[src/rtl/rnf_regs.svh]
/*
  Register offsets, field positions and reset values of the receive
  request node filter. Assumes a 12-bit byte address on the register
  port and 32-bit data words.
*/
`ifndef RNF_REGS_SVH
`define RNF_REGS_SVH

// Byte offsets of the set and clear ports
`define RNF_ASYNC_LOW_SET   12'h108
`define RNF_ASYNC_LOW_CLR   12'h10C
`define RNF_PHYS_HIGH_SET   12'h110
`define RNF_PHYS_HIGH_CLR   12'h114

// Reset values
`define RNF_ASYNC_LOW_RST   32'h00000000
`define RNF_PHYS_HIGH_RST   32'h00000000

// Field positions
`define RNF_NONLOCAL_BIT    5
`define RNF_NONLOCAL_POS    31
`define RNF_PHYS_HIGH_BASE  6'h20
`define RNF_PHYS_FIRST_NODE 6'h30
`define RNF_LAST_NODE       6'h3E
`define RNF_LOW_LIMIT       6'h20

`endif
[src/rtl/rnf_pkg.sv]
/*
  Types shared by the receive request node filter files.
  Assumes rnf_regs.svh supplies the numeric constants.
*/
package rnf_pkg;

  // Six-bit physical node number on the serial bus
  typedef logic [5:0] rnf_node_t;

  // Where an incoming request ends up
  typedef enum logic [1:0] {
    RNF_ROUTE_DROP  = 2'b00,
    RNF_ROUTE_ASYNC = 2'b01,
    RNF_ROUTE_PHYS  = 2'b10
  } rnf_route_t;

endpackage

[src/rtl/rnf_filter.sv]
/*
  Receive request node filter: the low asynchronous node-accept
  register, the high physical node-enable register with its nonlocal
  enable, a plain register port, and the per-request decision.
  Assumes requests and host reset come from logic on clk, and that
  the register master keeps strobes one cycle long and never both.
*/
//
// Behaviour
// - Low accept bit n gates node n requests
// - Bits 29..2 map to same-numbered node
// - High enable bit b (16..30) routes node b+32 physical
// - Physical packets check async, then physical
// - Physical bit clear sends to async context
// - Per-node physical compare only for local bus
// - Nonlocal packets unacknowledged unless bit 31
// - Bit 31 accepts nonlocal; host reset keeps it
// - High enable register is read/set/clear
`timescale 1ns/1ps
`include "rnf_regs.svh"

module rnf_filter (
  input  wire logic                clk,
  input  wire logic                rst_n,
  input  wire logic                host_reset,
  input  wire logic [11:0]         reg_addr,
  input  wire logic [31:0]         reg_wdata,
  input  wire logic                reg_wr,
  input  wire logic                reg_rd,
  output logic [31:0]              reg_rdata,
  input  wire logic                req_valid,
  input  wire rnf_pkg::rnf_node_t  req_src_node,
  input  wire logic                req_src_local,
  input  wire logic                req_to_phys,
  input  wire logic                ext_async_accept,
  input  wire logic                ext_phys_enable,
  output logic                     dec_valid,
  output logic                     dec_accept,
  output rnf_pkg::rnf_route_t      dec_route,
  output logic                     phys_nonlocal_enable
);

  // Stored filter registers
  logic [31:0] async_node_accept_low;  // Per-node accept, nodes 0..31
  logic [31:0] phys_node_enable_high;  // Per-node physical, nodes 48..62

  // Write decodes of the four ports
  logic wr_async_set;  // Set port of the accept register
  logic wr_async_clr;  // Clear port of the accept register
  logic wr_phys_set;   // Set port of the enable register
  logic wr_phys_clr;   // Clear port of the enable register

  // Read decode result
  logic [31:0] next_rdata;  // Word that the read returns

  // Combinational decision for the current request
  rnf_pkg::rnf_route_t next_route;

  // Write strobes qualified by address
  assign wr_async_set = reg_wr && (reg_addr == `RNF_ASYNC_LOW_SET);
  assign wr_async_clr = reg_wr && (reg_addr == `RNF_ASYNC_LOW_CLR);
  assign wr_phys_set  = reg_wr && (reg_addr == `RNF_PHYS_HIGH_SET);
  assign wr_phys_clr  = reg_wr && (reg_addr == `RNF_PHYS_HIGH_CLR);

  // Per-bit set/clear storage for both registers
  genvar gi;
  generate
    for (gi = 0; gi < 32; gi++) begin : g_bit
      // Accept bit: set/clear writes first, then cleared by host reset
      always_ff @(posedge clk or negedge rst_n) begin
        if (!rst_n) begin
          async_node_accept_low[gi] <= 1'(`RNF_ASYNC_LOW_RST >> gi);
        end else if (wr_async_set && reg_wdata[gi]) begin
          async_node_accept_low[gi] <= 1'b1;
        end else if (wr_async_clr && reg_wdata[gi]) begin
          async_node_accept_low[gi] <= 1'b0;
        end else if (host_reset) begin
          async_node_accept_low[gi] <= 1'b0;
        end
      end

      // Enable bit: bit 31 is kept across host reset
      always_ff @(posedge clk or negedge rst_n) begin
        if (!rst_n) begin
          phys_node_enable_high[gi] <= 1'(`RNF_PHYS_HIGH_RST >> gi);
        end else if (wr_phys_set && reg_wdata[gi]) begin
          phys_node_enable_high[gi] <= 1'b1;
        end else if (wr_phys_clr && reg_wdata[gi]) begin
          phys_node_enable_high[gi] <= 1'b0;
        end else if (host_reset && (gi != `RNF_NONLOCAL_POS)) begin
          phys_node_enable_high[gi] <= 1'b0;
        end
      end
    end
  endgenerate

  // Read mux: set and clear ports both return the value
  always_comb begin
    unique case (reg_addr)
      `RNF_ASYNC_LOW_SET,
      `RNF_ASYNC_LOW_CLR: begin
        next_rdata = async_node_accept_low;
      end
      `RNF_PHYS_HIGH_SET,
      `RNF_PHYS_HIGH_CLR: begin
        next_rdata = phys_node_enable_high;
      end
      default: begin
        // Unmapped addresses read as zero
        next_rdata = 32'h00000000;
      end
    endcase
  end

  // Read data stands only in the cycle after the strobe
  always_ff @(posedge clk or negedge rst_n) begin
    if (!rst_n) begin
      reg_rdata <= 32'h00000000;
    end else if (reg_rd) begin
      reg_rdata <= next_rdata;
    end else begin
      reg_rdata <= 32'h00000000;
    end
  end

  // Node comparison logic
  rnf_node_match u_match (
    .src_node              (req_src_node),
    .src_local             (req_src_local),
    .to_phys               (req_to_phys),
    .async_node_accept_low (async_node_accept_low),
    .phys_node_enable_high (phys_node_enable_high),
    .ext_async_accept      (ext_async_accept),
    .ext_phys_enable       (ext_phys_enable),
    .route                 (next_route)
  );

  // Decision valid pulse, one cycle after the request
  always_ff @(posedge clk or negedge rst_n) begin
    if (!rst_n) begin
      dec_valid <= 1'b0;
    end else begin
      dec_valid <= req_valid;
    end
  end

  // Decision route and acknowledge, held until next request
  always_ff @(posedge clk or negedge rst_n) begin
    if (!rst_n) begin
      dec_route  <= rnf_pkg::RNF_ROUTE_DROP;
      dec_accept <= 1'b0;
    end else if (req_valid) begin
      dec_route  <= next_route;
      dec_accept <= (next_route != rnf_pkg::RNF_ROUTE_DROP);
    end
  end

  // Next value of the nonlocal enable mirror
  logic next_nonlocal;
  assign next_nonlocal = phys_node_enable_high[`RNF_NONLOCAL_POS];

  // Mirror of the nonlocal enable for the link layer
  always_ff @(posedge clk or negedge rst_n) begin
    if (!rst_n) begin
      phys_nonlocal_enable <= 1'b0;
    end else begin
      phys_nonlocal_enable <= next_nonlocal;
    end
  end

  // Checks on the decision path and the register port,
  // with covers of the main scenarios

  // Helper lookups sampled with the request
  logic chk_low_bit;   // Accept bit of a low node
  logic chk_high_bit;  // Enable bit of a high node
  logic chk_low_node;  // Request from a local node below 32
  logic chk_high_node; // Request from a local node 48..62
  logic [5:0] chk_off; // Node minus 32

  assign chk_off       = req_src_node - `RNF_PHYS_HIGH_BASE;
  assign chk_low_bit   = async_node_accept_low[req_src_node[4:0]];
  assign chk_high_bit  = phys_node_enable_high[chk_off[4:0]];
  assign chk_low_node  = req_src_local && (req_src_node < `RNF_LOW_LIMIT);
  assign chk_high_node = req_src_local && (req_src_node >= `RNF_PHYS_FIRST_NODE)
                         && (req_src_node <= `RNF_LAST_NODE);

  // Low node acceptance follows its accept bit
  AST_LOW_ACCEPT: assert property (
    @(posedge clk) disable iff (!rst_n)
    req_valid && chk_low_node |=> dec_valid && (dec_accept == $past(chk_low_bit))
  ) else $error("low node acceptance does not follow accept bit");

  // Mid low nodes use their own bit position
  AST_MID_BITS: assert property (
    @(posedge clk) disable iff (!rst_n)
    req_valid && chk_low_node && req_src_node >= 6'h02 && req_src_node <= 6'h1D
    && !chk_low_bit |=> dec_route == rnf_pkg::RNF_ROUTE_DROP
  ) else $error("node with clear accept bit was not dropped");

  // High node with accepted async and enable bit goes physical
  AST_HIGH_PHYS: assert property (
    @(posedge clk) disable iff (!rst_n)
    req_valid && chk_high_node && req_to_phys && ext_async_accept && chk_high_bit
    |=> dec_route == rnf_pkg::RNF_ROUTE_PHYS
  ) else $error("enabled high node not routed physical");

  // Physical route never without async acceptance
  AST_ASYNC_FIRST: assert property (
    @(posedge clk) disable iff (!rst_n)
    dec_valid && dec_route == rnf_pkg::RNF_ROUTE_PHYS |-> dec_accept && $past(req_to_phys)
  ) else $error("physical route without accepted physical request");

  // Clear enable bit falls back to async context
  AST_FALLBACK: assert property (
    @(posedge clk) disable iff (!rst_n)
    req_valid && chk_high_node && req_to_phys && ext_async_accept && !chk_high_bit
    |=> dec_route == rnf_pkg::RNF_ROUTE_ASYNC
  ) else $error("disabled high node not sent to async context");

  // Nonlocal route ignores node bits
  AST_NONLOCAL_CMP: assert property (
    @(posedge clk) disable iff (!rst_n)
    req_valid && !req_src_local && req_to_phys && next_nonlocal
    |=> dec_route == rnf_pkg::RNF_ROUTE_PHYS
  ) else $error("nonlocal request compared per node");

  // Nonlocal request dropped without bit 31
  AST_NONLOCAL_NACK: assert property (
    @(posedge clk) disable iff (!rst_n)
    req_valid && !req_src_local && !next_nonlocal |=> dec_valid && !dec_accept
  ) else $error("nonlocal packet acknowledged with bit 31 clear");

  // Host reset keeps bit 31, clears the rest
  AST_HOST_RESET: assert property (
    @(posedge clk) disable iff (!rst_n)
    host_reset && !reg_wr |=> (phys_node_enable_high[`RNF_NONLOCAL_POS]
      == $past(next_nonlocal)) && (phys_node_enable_high[30:0] == 31'h00000000)
      && (async_node_accept_low == 32'h00000000) ##1
      (phys_nonlocal_enable == $past(next_nonlocal, 2))
  ) else $error("host reset disturbed bit 31 or left bits set");

  // Set port of the enable register sets the written ones
  AST_SET_PORT: assert property (
    @(posedge clk) disable iff (!rst_n)
    wr_phys_set |=> (phys_node_enable_high & $past(reg_wdata)) == $past(reg_wdata)
  ) else $error("set port failed to set bits");

  // Clear port clears ones, keeps the rest
  AST_CLR_PORT: assert property (
    @(posedge clk) disable iff (!rst_n)
    wr_async_clr && !host_reset |=> async_node_accept_low
      == ($past(async_node_accept_low) & ~$past(reg_wdata))
  ) else $error("clear port result wrong");

  // Read returns stored word one cycle later
  AST_READ_BACK: assert property (
    @(posedge clk) disable iff (!rst_n)
    reg_rd && reg_addr == `RNF_PHYS_HIGH_CLR |=> reg_rdata == $past(phys_node_enable_high)
  ) else $error("read data does not match register");

  // Set port of the accept register sets the written ones
  AST_LOW_SET_PORT: assert property (
    @(posedge clk) disable iff (!rst_n)
    wr_async_set |=> (async_node_accept_low & $past(reg_wdata)) == $past(reg_wdata)
  ) else $error("accept set port failed to set bits");

  // Clear port of the enable register clears ones, keeps the rest
  AST_PHYS_CLR_PORT: assert property (
    @(posedge clk) disable iff (!rst_n)
    wr_phys_clr && !host_reset |=> phys_node_enable_high
      == ($past(phys_node_enable_high) & ~$past(reg_wdata))
  ) else $error("enable clear port result wrong");

  // Writes to unmapped addresses leave both registers alone
  AST_UNMAPPED_WR: assert property (
    @(posedge clk) disable iff (!rst_n)
    reg_wr && !(wr_async_set || wr_async_clr || wr_phys_set || wr_phys_clr) && !host_reset
    |=> $stable(async_node_accept_low) && $stable(phys_node_enable_high)
  ) else $error("unmapped write changed a register");

  // Read data returns to zero outside the read cycle
  AST_RDATA_IDLE: assert property (
    @(posedge clk) disable iff (!rst_n)
    !reg_rd |=> reg_rdata == 32'h00000000
  ) else $error("read data present without a read");

  // Upper local nodes take acceptance from the outside filter
  AST_UPPER_ACCEPT: assert property (
    @(posedge clk) disable iff (!rst_n)
    req_valid && req_src_local && req_src_node >= `RNF_LOW_LIMIT
    |=> dec_accept == $past(ext_async_accept)
  ) else $error("upper node acceptance does not follow outside filter");

  // Decision holds while no request arrives
  AST_DEC_HOLD: assert property (
    @(posedge clk) disable iff (!rst_n)
    !req_valid |=> $stable(dec_route) && $stable(dec_accept)
  ) else $error("decision changed without a request");

  // Only packets for the physical context may go physical
  AST_PHYS_NEEDS_REQ: assert property (
    @(posedge clk) disable iff (!rst_n)
    req_valid && !req_to_phys |=> dec_route != rnf_pkg::RNF_ROUTE_PHYS
  ) else $error("non-physical packet routed physical");

  // Lower physical half disabled keeps the request off the physical context
  AST_LOWER_PHYS: assert property (
    @(posedge clk) disable iff (!rst_n)
    req_valid && req_src_local && req_src_node < `RNF_PHYS_FIRST_NODE && !ext_phys_enable
    |=> dec_route != rnf_pkg::RNF_ROUTE_PHYS
  ) else $error("disabled lower node routed physical");

  // Broadcast node never reaches the physical context
  AST_BROADCAST: assert property (
    @(posedge clk) disable iff (!rst_n)
    req_valid && req_src_local && req_src_node == 6'h3F
    |=> dec_route != rnf_pkg::RNF_ROUTE_PHYS
  ) else $error("broadcast node routed physical");

  // Nonlocal packets for the async context are accepted with bit 31
  AST_NONLOCAL_ASYNC: assert property (
    @(posedge clk) disable iff (!rst_n)
    req_valid && !req_src_local && !req_to_phys && next_nonlocal
    |=> dec_accept && dec_route == rnf_pkg::RNF_ROUTE_ASYNC
  ) else $error("nonlocal request refused with bit 31 set");

  // Mirror of bit 31 lags the register by one cycle
  AST_MIRROR: assert property (
    @(posedge clk) disable iff (!rst_n)
    phys_nonlocal_enable == $past(next_nonlocal)
  ) else $error("nonlocal enable mirror out of step");

  // Main scenarios
  COV_PHYS_ROUTE: cover property (
    @(posedge clk) disable iff (!rst_n)
    dec_valid && dec_route == rnf_pkg::RNF_ROUTE_PHYS);
  COV_FALLBACK: cover property (
    @(posedge clk) disable iff (!rst_n)
    dec_valid && $past(req_to_phys) && dec_route == rnf_pkg::RNF_ROUTE_ASYNC);
  COV_NONLOCAL_OK: cover property (
    @(posedge clk) disable iff (!rst_n)
    req_valid && !req_src_local ##1 dec_accept);
  COV_HOST_RESET_KEEP: cover property (
    @(posedge clk) disable iff (!rst_n)
    host_reset && next_nonlocal ##1 next_nonlocal);
  COV_DROP: cover property (
    @(posedge clk) disable iff (!rst_n)
    dec_valid && !dec_accept && dec_route == rnf_pkg::RNF_ROUTE_DROP);

endmodule

[src/rtl/rnf_node_match.sv]
/*
  Combinational node comparison for one request: checks the source
  node against the asynchronous filters, then against the physical
  enables, and picks a destination context.
  Assumes all inputs are on the caller's clock and stable while used.
*/
`timescale 1ns/1ps
`include "rnf_regs.svh"

module rnf_node_match (
  input  wire rnf_pkg::rnf_node_t  src_node,
  input  wire logic                src_local,
  input  wire logic                to_phys,
  input  wire logic [31:0]         async_node_accept_low,
  input  wire logic [31:0]         phys_node_enable_high,
  input  wire logic                ext_async_accept,
  input  wire logic                ext_phys_enable,
  output rnf_pkg::rnf_route_t      route
);

  logic async_ok;   // Asynchronous filter passes
  logic phys_ok;    // Physical enable passes
  logic [5:0] high_idx;  // Node number minus 32

  // Offset of the node inside the high physical register
  assign high_idx = src_node - `RNF_PHYS_HIGH_BASE;

  // Asynchronous filter lookup
  always_comb begin
    if (!src_local) begin
      // Nonlocal source: only the all-buses bit decides
      async_ok = phys_node_enable_high[`RNF_NONLOCAL_POS];
    end else if (src_node < `RNF_LOW_LIMIT) begin
      // Nodes 0 to 31 come from the low accept register
      async_ok = async_node_accept_low[src_node[4:0]];
    end else begin
      // Upper nodes are filtered elsewhere
      async_ok = ext_async_accept;
    end
  end

  // Physical enable lookup, repeated after the async check
  always_comb begin
    if (!src_local) begin
      // No per-node comparison for a nonlocal source
      phys_ok = phys_node_enable_high[`RNF_NONLOCAL_POS];
    end else if (src_node >= `RNF_PHYS_FIRST_NODE && src_node <= `RNF_LAST_NODE) begin
      phys_ok = phys_node_enable_high[high_idx[4:0]];
    end else if (src_node < `RNF_PHYS_FIRST_NODE) begin
      // Lower physical half is held elsewhere
      phys_ok = ext_phys_enable;
    end else begin
      // Broadcast node never goes physical
      phys_ok = 1'b0;
    end
  end

  // Route choice: async first, physical second
  always_comb begin
    if (!async_ok) begin
      route = rnf_pkg::RNF_ROUTE_DROP;
    end else if (to_phys && phys_ok) begin
      route = rnf_pkg::RNF_ROUTE_PHYS;
    end else begin
      route = rnf_pkg::RNF_ROUTE_ASYNC;
    end
  end

endmodule

[config.mk]
export PLATFORM = sky130hd
export DESIGN_NAME = rnf_filter
export DESIGN_NICKNAME = d
export VERILOG_FILES = /design/src/rtl/rnf_pkg.sv /design/src/rtl/rnf_filter.sv /design/src/rtl/rnf_node_match.sv
export VERILOG_INCLUDE_DIRS = /design/src /design/src/rtl
export SDC_FILE = /design/constraint.sdc
export NUM_CORES = 1
export LEC_CHECK = 0
export BUFFER_PORTS_ARGS = -buffer_cell sky130_fd_sc_hd__buf_2
export CAP_MARGIN = 20
export CORE_UTILIZATION = 56
export DETAILED_ROUTE_END_ITERATION = 8
export PLACE_DENSITY_LB_ADDON = 0.3
export SYNTH_ARGS = -nofsm -noshare
export SYNTH_HDL_FRONTEND = slang
export SYNTH_SLANG_ARGS = --single-unit
[constraint.sdc]
create_clock -name clk -period 4.8 [get_ports clk]
set_input_delay 0.48 -clock clk [delete_from_list [all_inputs] [get_ports clk]]
set_output_delay 0.48 -clock clk [all_outputs]
set_load 0.01 [all_outputs]
After elaboration in Yosys (flattened, before gate mapping)
Cells that the tools add are included.
{"block": "totals", "register_bits": 101, "inputBits": 60, "out_inout_bits": 37, "word_cells": 423}
{"block": "classes", "addsub": 1, "n_lt_le_gt_ge": 6, "n_eq_ne": 4, "n_mux": 142, "reduce_logical": 201}
{"cell": "nonzero test 3 bit", "n": 63}
{"cell": "two-way mux 1 bit", "n": 136}
{"cell": "logical AND 1 bit", "n": 134}
{"cell": "one-hot mux 32 bit (2 select lines)", "n": 1}
{"cell": "== test 12 x 9 -> 1 bit (second input constant)", "n": 4}
{"cell": "two-way mux 32 bit", "n": 1}
{"cell": "< comparator 5 x 6 -> 1 bit (second input constant)", "n": 2}
{"cell": "< comparator 6 bit (second input constant)", "n": 2}
{"cell": "binary-select mux 1 bit (select 5 bit)", "n": 2}
{"cell": "greater-or-equal comparator 6 bit (second input constant)", "n": 1}
{"cell": "less-or-equal comparator 6 bit (second input constant)", "n": 1}
{"cell": "subtractor 5 x 1 -> 5 bit (second input constant)", "n": 1}
{"cell": "two-way mux 2 bit", "n": 2}
{"cell": "nonzero test 2 bit", "n": 2}
{"cell": "OR reduction 2 bit", "n": 2}

Longest topological paths before layout
{"block": "depth", "ltp_word": 9, "mapped_depth": 7, "depth_no_buf": 5}

Cells and area by module
A second synthesis with hierarchy kept.
{"block": "unflattened", "cells_unflattened": 589, "hier_area_um2": 6383.6}
{"mod": "rnf_filter", "n_inst": 1, "cells_each": 498, "area_each_um2": 5644.2, "seq_area_each_um2": 2527.4}
{"mod": "rnf_node_match", "n_inst": 1, "cells_each": 91, "area_each_um2": 739.5, "seq_area_each_um2": 0.0}

Least setup slack after synthesis
No wires, ideal clock.
{"block": "synth_path", "path_kind": "input to register", "start": "input req_src_node[0]", "end": "register dec_route[0]", "setup_time_ns": 0.133, "arrival_ns": 2.196, "required_time_ns": 4.667, "setup_slack_ns": 2.472, "stages": 7, "path_buffers": 2, "path_cell_list": "clkbuf_1 buf_2 mux4_2 mux2i_1 mux2i_1 a211oi_1 o2bb2ai_1"}
{"block": "synth_between", "elab_chain_len": 8, "elab_cells_between_ends": 18, "cone_classes": "add/sub (1); order compare (4); mux (11); reduce/logical (2)"}
{"item": "start, declared", "line": "rnf_filter.sv:32", "source": "input wire rnf_pkg::rnf_node_t req_src_node,"}
{"item": "subtractor 5 x 1 -> 5 bit (no source line)"}
{"item": "binary-select mux 1 bit (select 5 bit)"}
{"item": "two-way mux 1 bit (implied by the code)", "line": "rnf_node_match.sv:48", "source": "phys_ok = phys_node_enable_high[high_idx[4:0]];"}
{"item": "two-way mux 1 bit", "line": "rnf_node_match.sv:47", "source": "end else if (src_node >= `RNF_PHYS_FIRST_NODE && src_node <= `RNF_LAST_NODE) begin"}
{"item": "two-way mux 1 bit", "line": "rnf_node_match.sv:44", "source": "if (!src_local) begin"}
{"item": "logical AND 1 bit", "line": "rnf_node_match.sv:62", "source": "end else if (to_phys && phys_ok) begin"}
{"item": "two-way mux 2 bit", "line": "rnf_node_match.sv:62"}
{"item": "two-way mux 2 bit *", "line": "rnf_node_match.sv:60", "source": "if (!async_ok) begin"}
{"item": "end signal, assigned", "line": "rnf_filter.sv:150", "source": "dec_route <= rnf_pkg::RNF_ROUTE_DROP;"}
{"item": "end signal, assigned", "line": "rnf_filter.sv:153", "source": "dec_route <= next_route;"}
{"item": "end, declared", "line": "rnf_filter.sv:39", "source": "output rnf_pkg::rnf_route_t dec_route,"}
Mark *: on every way between the ends. The rest lies on a longest branch, timed or not. The select of a mux whose other input is x is not followed.
A chain may end at the register's enable or synchronous reset.

Worst setup path in the final report
{"block": "layout_path", "start": "input reg_addr[9]", "end": "register async_node_accept_low[21]"}
{"block": "layout_between", "elab_chain_len": 5, "elab_cells_between_ends": 9, "cone_classes": "eq/ne (2); mux (2); reduce/logical (5)"}
{"item": "start, declared", "line": "rnf_filter.sv:26", "source": "input wire logic [11:0] reg_addr,"}
{"item": "== test 12 x 9 -> 1 bit"}
{"item": "logical AND 1 bit", "line": "rnf_filter.sv:61", "source": "assign wr_async_clr = reg_wr && (reg_addr == `RNF_ASYNC_LOW_CLR);"}
{"item": "logical AND 1 bit", "line": "rnf_filter.sv:75", "source": "end else if (wr_async_clr && reg_wdata[gi]) begin"}
{"item": "two-way mux 1 bit", "line": "rnf_filter.sv:75"}
{"item": "two-way mux 1 bit", "line": "rnf_filter.sv:73", "source": "end else if (wr_async_set && reg_wdata[gi]) begin"}
{"item": "end signal, assigned by index", "line": "rnf_filter.sv:72", "source": "async_node_accept_low[gi] <= 1'(`RNF_ASYNC_LOW_RST >> gi);"}
{"item": "end, declared", "line": "rnf_filter.sv:44", "source": "logic [31:0] async_node_accept_low;"}
Several ways; a longest one is shown, not always the timed one.

==> impl_metrics.yaml <==
run_status:
  status: "completed"
synthesis:
  synth_cell_types: 33
  avgSynthCellArea_um2: 11.84
  synth_top_area_share: 0.5471
  synthTopCellsByArea: "dfrtp_1 (55%), a32o_1 (14%), nand2_1 (5.4%)"
  synth-edff-count: 0
  muxShareOfSynthArea: 0.06555
  synth-simple-area-share: 0.1417
  yosysWarnings: 0
  ys_async_sr_fraction: 1.000
  synth_area_leader_cell: "dfrtp_1"
  ys_top_cells_by_count: "dfrtp_1 (101), nand2_1 (67), a32o_1 (63), nor2b_1 (33), a22oi_1 (32)"
  ys_ff_latch: 101
  synth_compound_area_frac: 0.2075
  synthFlopType: "dfrtp_1"
  synth_most_common_cell: "dfrtp_1"
  yosysSeqAreaShare: 0.5471
  synthesis.nets: 450
  synth_xor_area_frac: 0
  synth_area_mm2: 0.004619
  syn-instance-count: 390
  synth_top_family_by_area: "compound AO/OA/AOI/OAI gates"
  synth_adder_area_share: 0
detailed_routing:
  routed_wirelength_mm: 11.42
  vias_per_cell: 6.506
  drtPass1Iterations: 7
  drt_iter0_markers: 316
  route.detailed.drc: 0
  ant_nets: 0
  vias: 3754
  wl_per_cell_um: 19.80
clock_tree:
  cts.sinks: 101
  cts.clk_slew.worst_paths_ns: 0.09
  postCtsSetupBuffers: 0
  cts_tree: "done"
  cts-root-buf: "clkbuf_8"
  ctsHoldBuffers: 0
  htreeDepth: 3
  cts_buffer_depth: 2
  numCtsBuffers: 9
  ctsResizeCount: 0
  insertion_delay_ns: 0.37
pwr:
  powerDensity_mw_per_mm2: 298.9
  peakVddDrop_uv: 151.4
  power_mw: 1.608
  p_leak_nw: 2.437
cells_and_area:
  drive_gt1_frac: 0.2821
  diodes: 0
  final_nets: 530
  areaGrowthSynthToFinish_pct: 16.47
  post-route-util: 0.6856
worst_setup_path:
  crit_fanout: 34
  critPathLaunchType: "input pin"
  worstSetupPathType: "in -> reg"
  startpoint: "reg_addr[9]"
  arrival_ns: 3.06
  cp-end-kind: "register"
  cp.required_ns: 5.06
  r2r-start: "async_node_accept_low[3]"
  reg2regPathDepth: 5
floorplanning:
  die_x_um: 92.83
  pin_count: 97
  dieHeight_um: 92.83
  coreArea_mm2: 0.007848
  dieArea_mm2: 0.008616
  start_util: 0.5886
  fp-row-count: 32
global_route:
  grt_pass1_vias: 3606
  grt_pass1_wl_mm: 18.69
  grt_overflow: 0
  gr-usage-all-layers: 0.2844
  grt_max_degree: 65
  grt_antenna_before_repair: 0
sta:
  setup_viol: 0
  period_share: 0.5846
  finalHoldViolCount: 0
  min_period_ns: 2.806
  worstMarginPinSlew_ns: 1.090
  hold_slack_ns: 0.06477
  maxSlewHeadroom: 0.2736
  fmax_mhz: 356.4
  final_max_slew_viol_count: 0
  grt_setup_unrepaired: "false"
  tns_ns: 0
  skew_ns: 0.005640
placed_design:
  gp_congestion: 0.8946
  place_hpwl_mm: 7.481
  portBuffers: 96
min_path:
  hp-class: "in -> async"
flow_run:
  cap_viol_max_count: 0
## flip-flops by register name (all words and copies together) (netlist names)
name                   cells
reg_rdata                 32
async_node_accept_low     32
next_nonlocal              1
dec_route                  2
dec_accept                 1
phys_nonlocal_enable       1
dec_valid                  1
phys_node_enable_high     31
## worst paths after layout
| kind | end | slack, ns |
|---|---|---|
| max | async_node_accept_low[21] | 1.99 |
| min | reg_rdata[6] | 0.06 |
| max reg2reg | dec_accept | 2.80 |
| min reg2reg | phys_nonlocal_enable | 0.50 |
| max in group asynchronous | async_node_accept_low[18] | 3.57 |
| min in group clk | dec_valid | 0.28 |
## cell usage in the layout, fill, tap and decap left out, types with 2 or more instances in the layout
cell	n
nand2b_1	3
and3_1	2
nor4_4	2
a21oi_1	2
clkbuf_8	10
o21ai_0	2
nor2_1	4
a22oi_1	32
inv_1	2
dfrtp_1	101
nor2b_1	33
buf_2	95
nand4_1	4
o2bb2ai_1	2
buf_4	8
nand3b_1	3
a32o_1	63
mux2i_1	10
nand2_1	67
bufinv_16	3
and3b_1	2
mux4_2	9
## logic make-up after synthesis
logic type,count (synthesis)
AOI/OAI and AO/OA,107
buffers and inverters,38
DFF,101
muxes,19
and+or+nand+nor,125
## layout make-up
| type | instances | area [µm²] |
|---|---|---|
| multi-input cells | 251 | 1916 |
| fillers | 605 | 2467 |
| repair buffers | 104 | 550.5 |
| clock buffers | 11 | 141.4 |
| well taps | 102 | 127.6 |
| clock inverters | 5 | 106.4 |
| flip-flops and latches | 101 | 2527 |
| inverters | 3 | 11.26 |
## where the power goes
part           switching, mW  leakage [nW]  total (mW)  internal, mW
Sequential          0.000937          1.41       0.853         0.852
Combinational         0.0661         0.909      0.0996        0.0334
Clock                  0.293         0.120       0.656         0.363
Total                  0.360          2.44        1.61          1.25
## metrics by stage
| stage | cells | area, µm² | worst slack (ns) |
|---|---|---|---|
| after floorplan | 390 | 4619 | 2.472 |
| after global placement | 560 | 5117 | 1.635 |
| after detailed placement | 560 | 5117 | 1.627 |
| after CTS | 576 | 5365 | 1.985 |
| after global routing | 577 | 5380 | 1.847 |
| final | 577 | 5380 | 1.994 |
## worst max-delay path, stage by stage
cell and delay, ns:
buf_2 0.09, or4b_4 0.57, nor4_4 0.26, buf_4 0.40, and3_1 0.53, buf_4 0.34
nand2_1 0.10, a32o_1 0.27
## routing by layer
metal	global-route usage	wire (µm)	vias up
li1	-	-	1652
met1	0.4143	4785	1883
met2	0.4320	5507	198
met3	0.04680	908	21
met4	0.1051	223	0
met5	0	0	-
No activity file was read; power rests on OpenSTA's default activity.
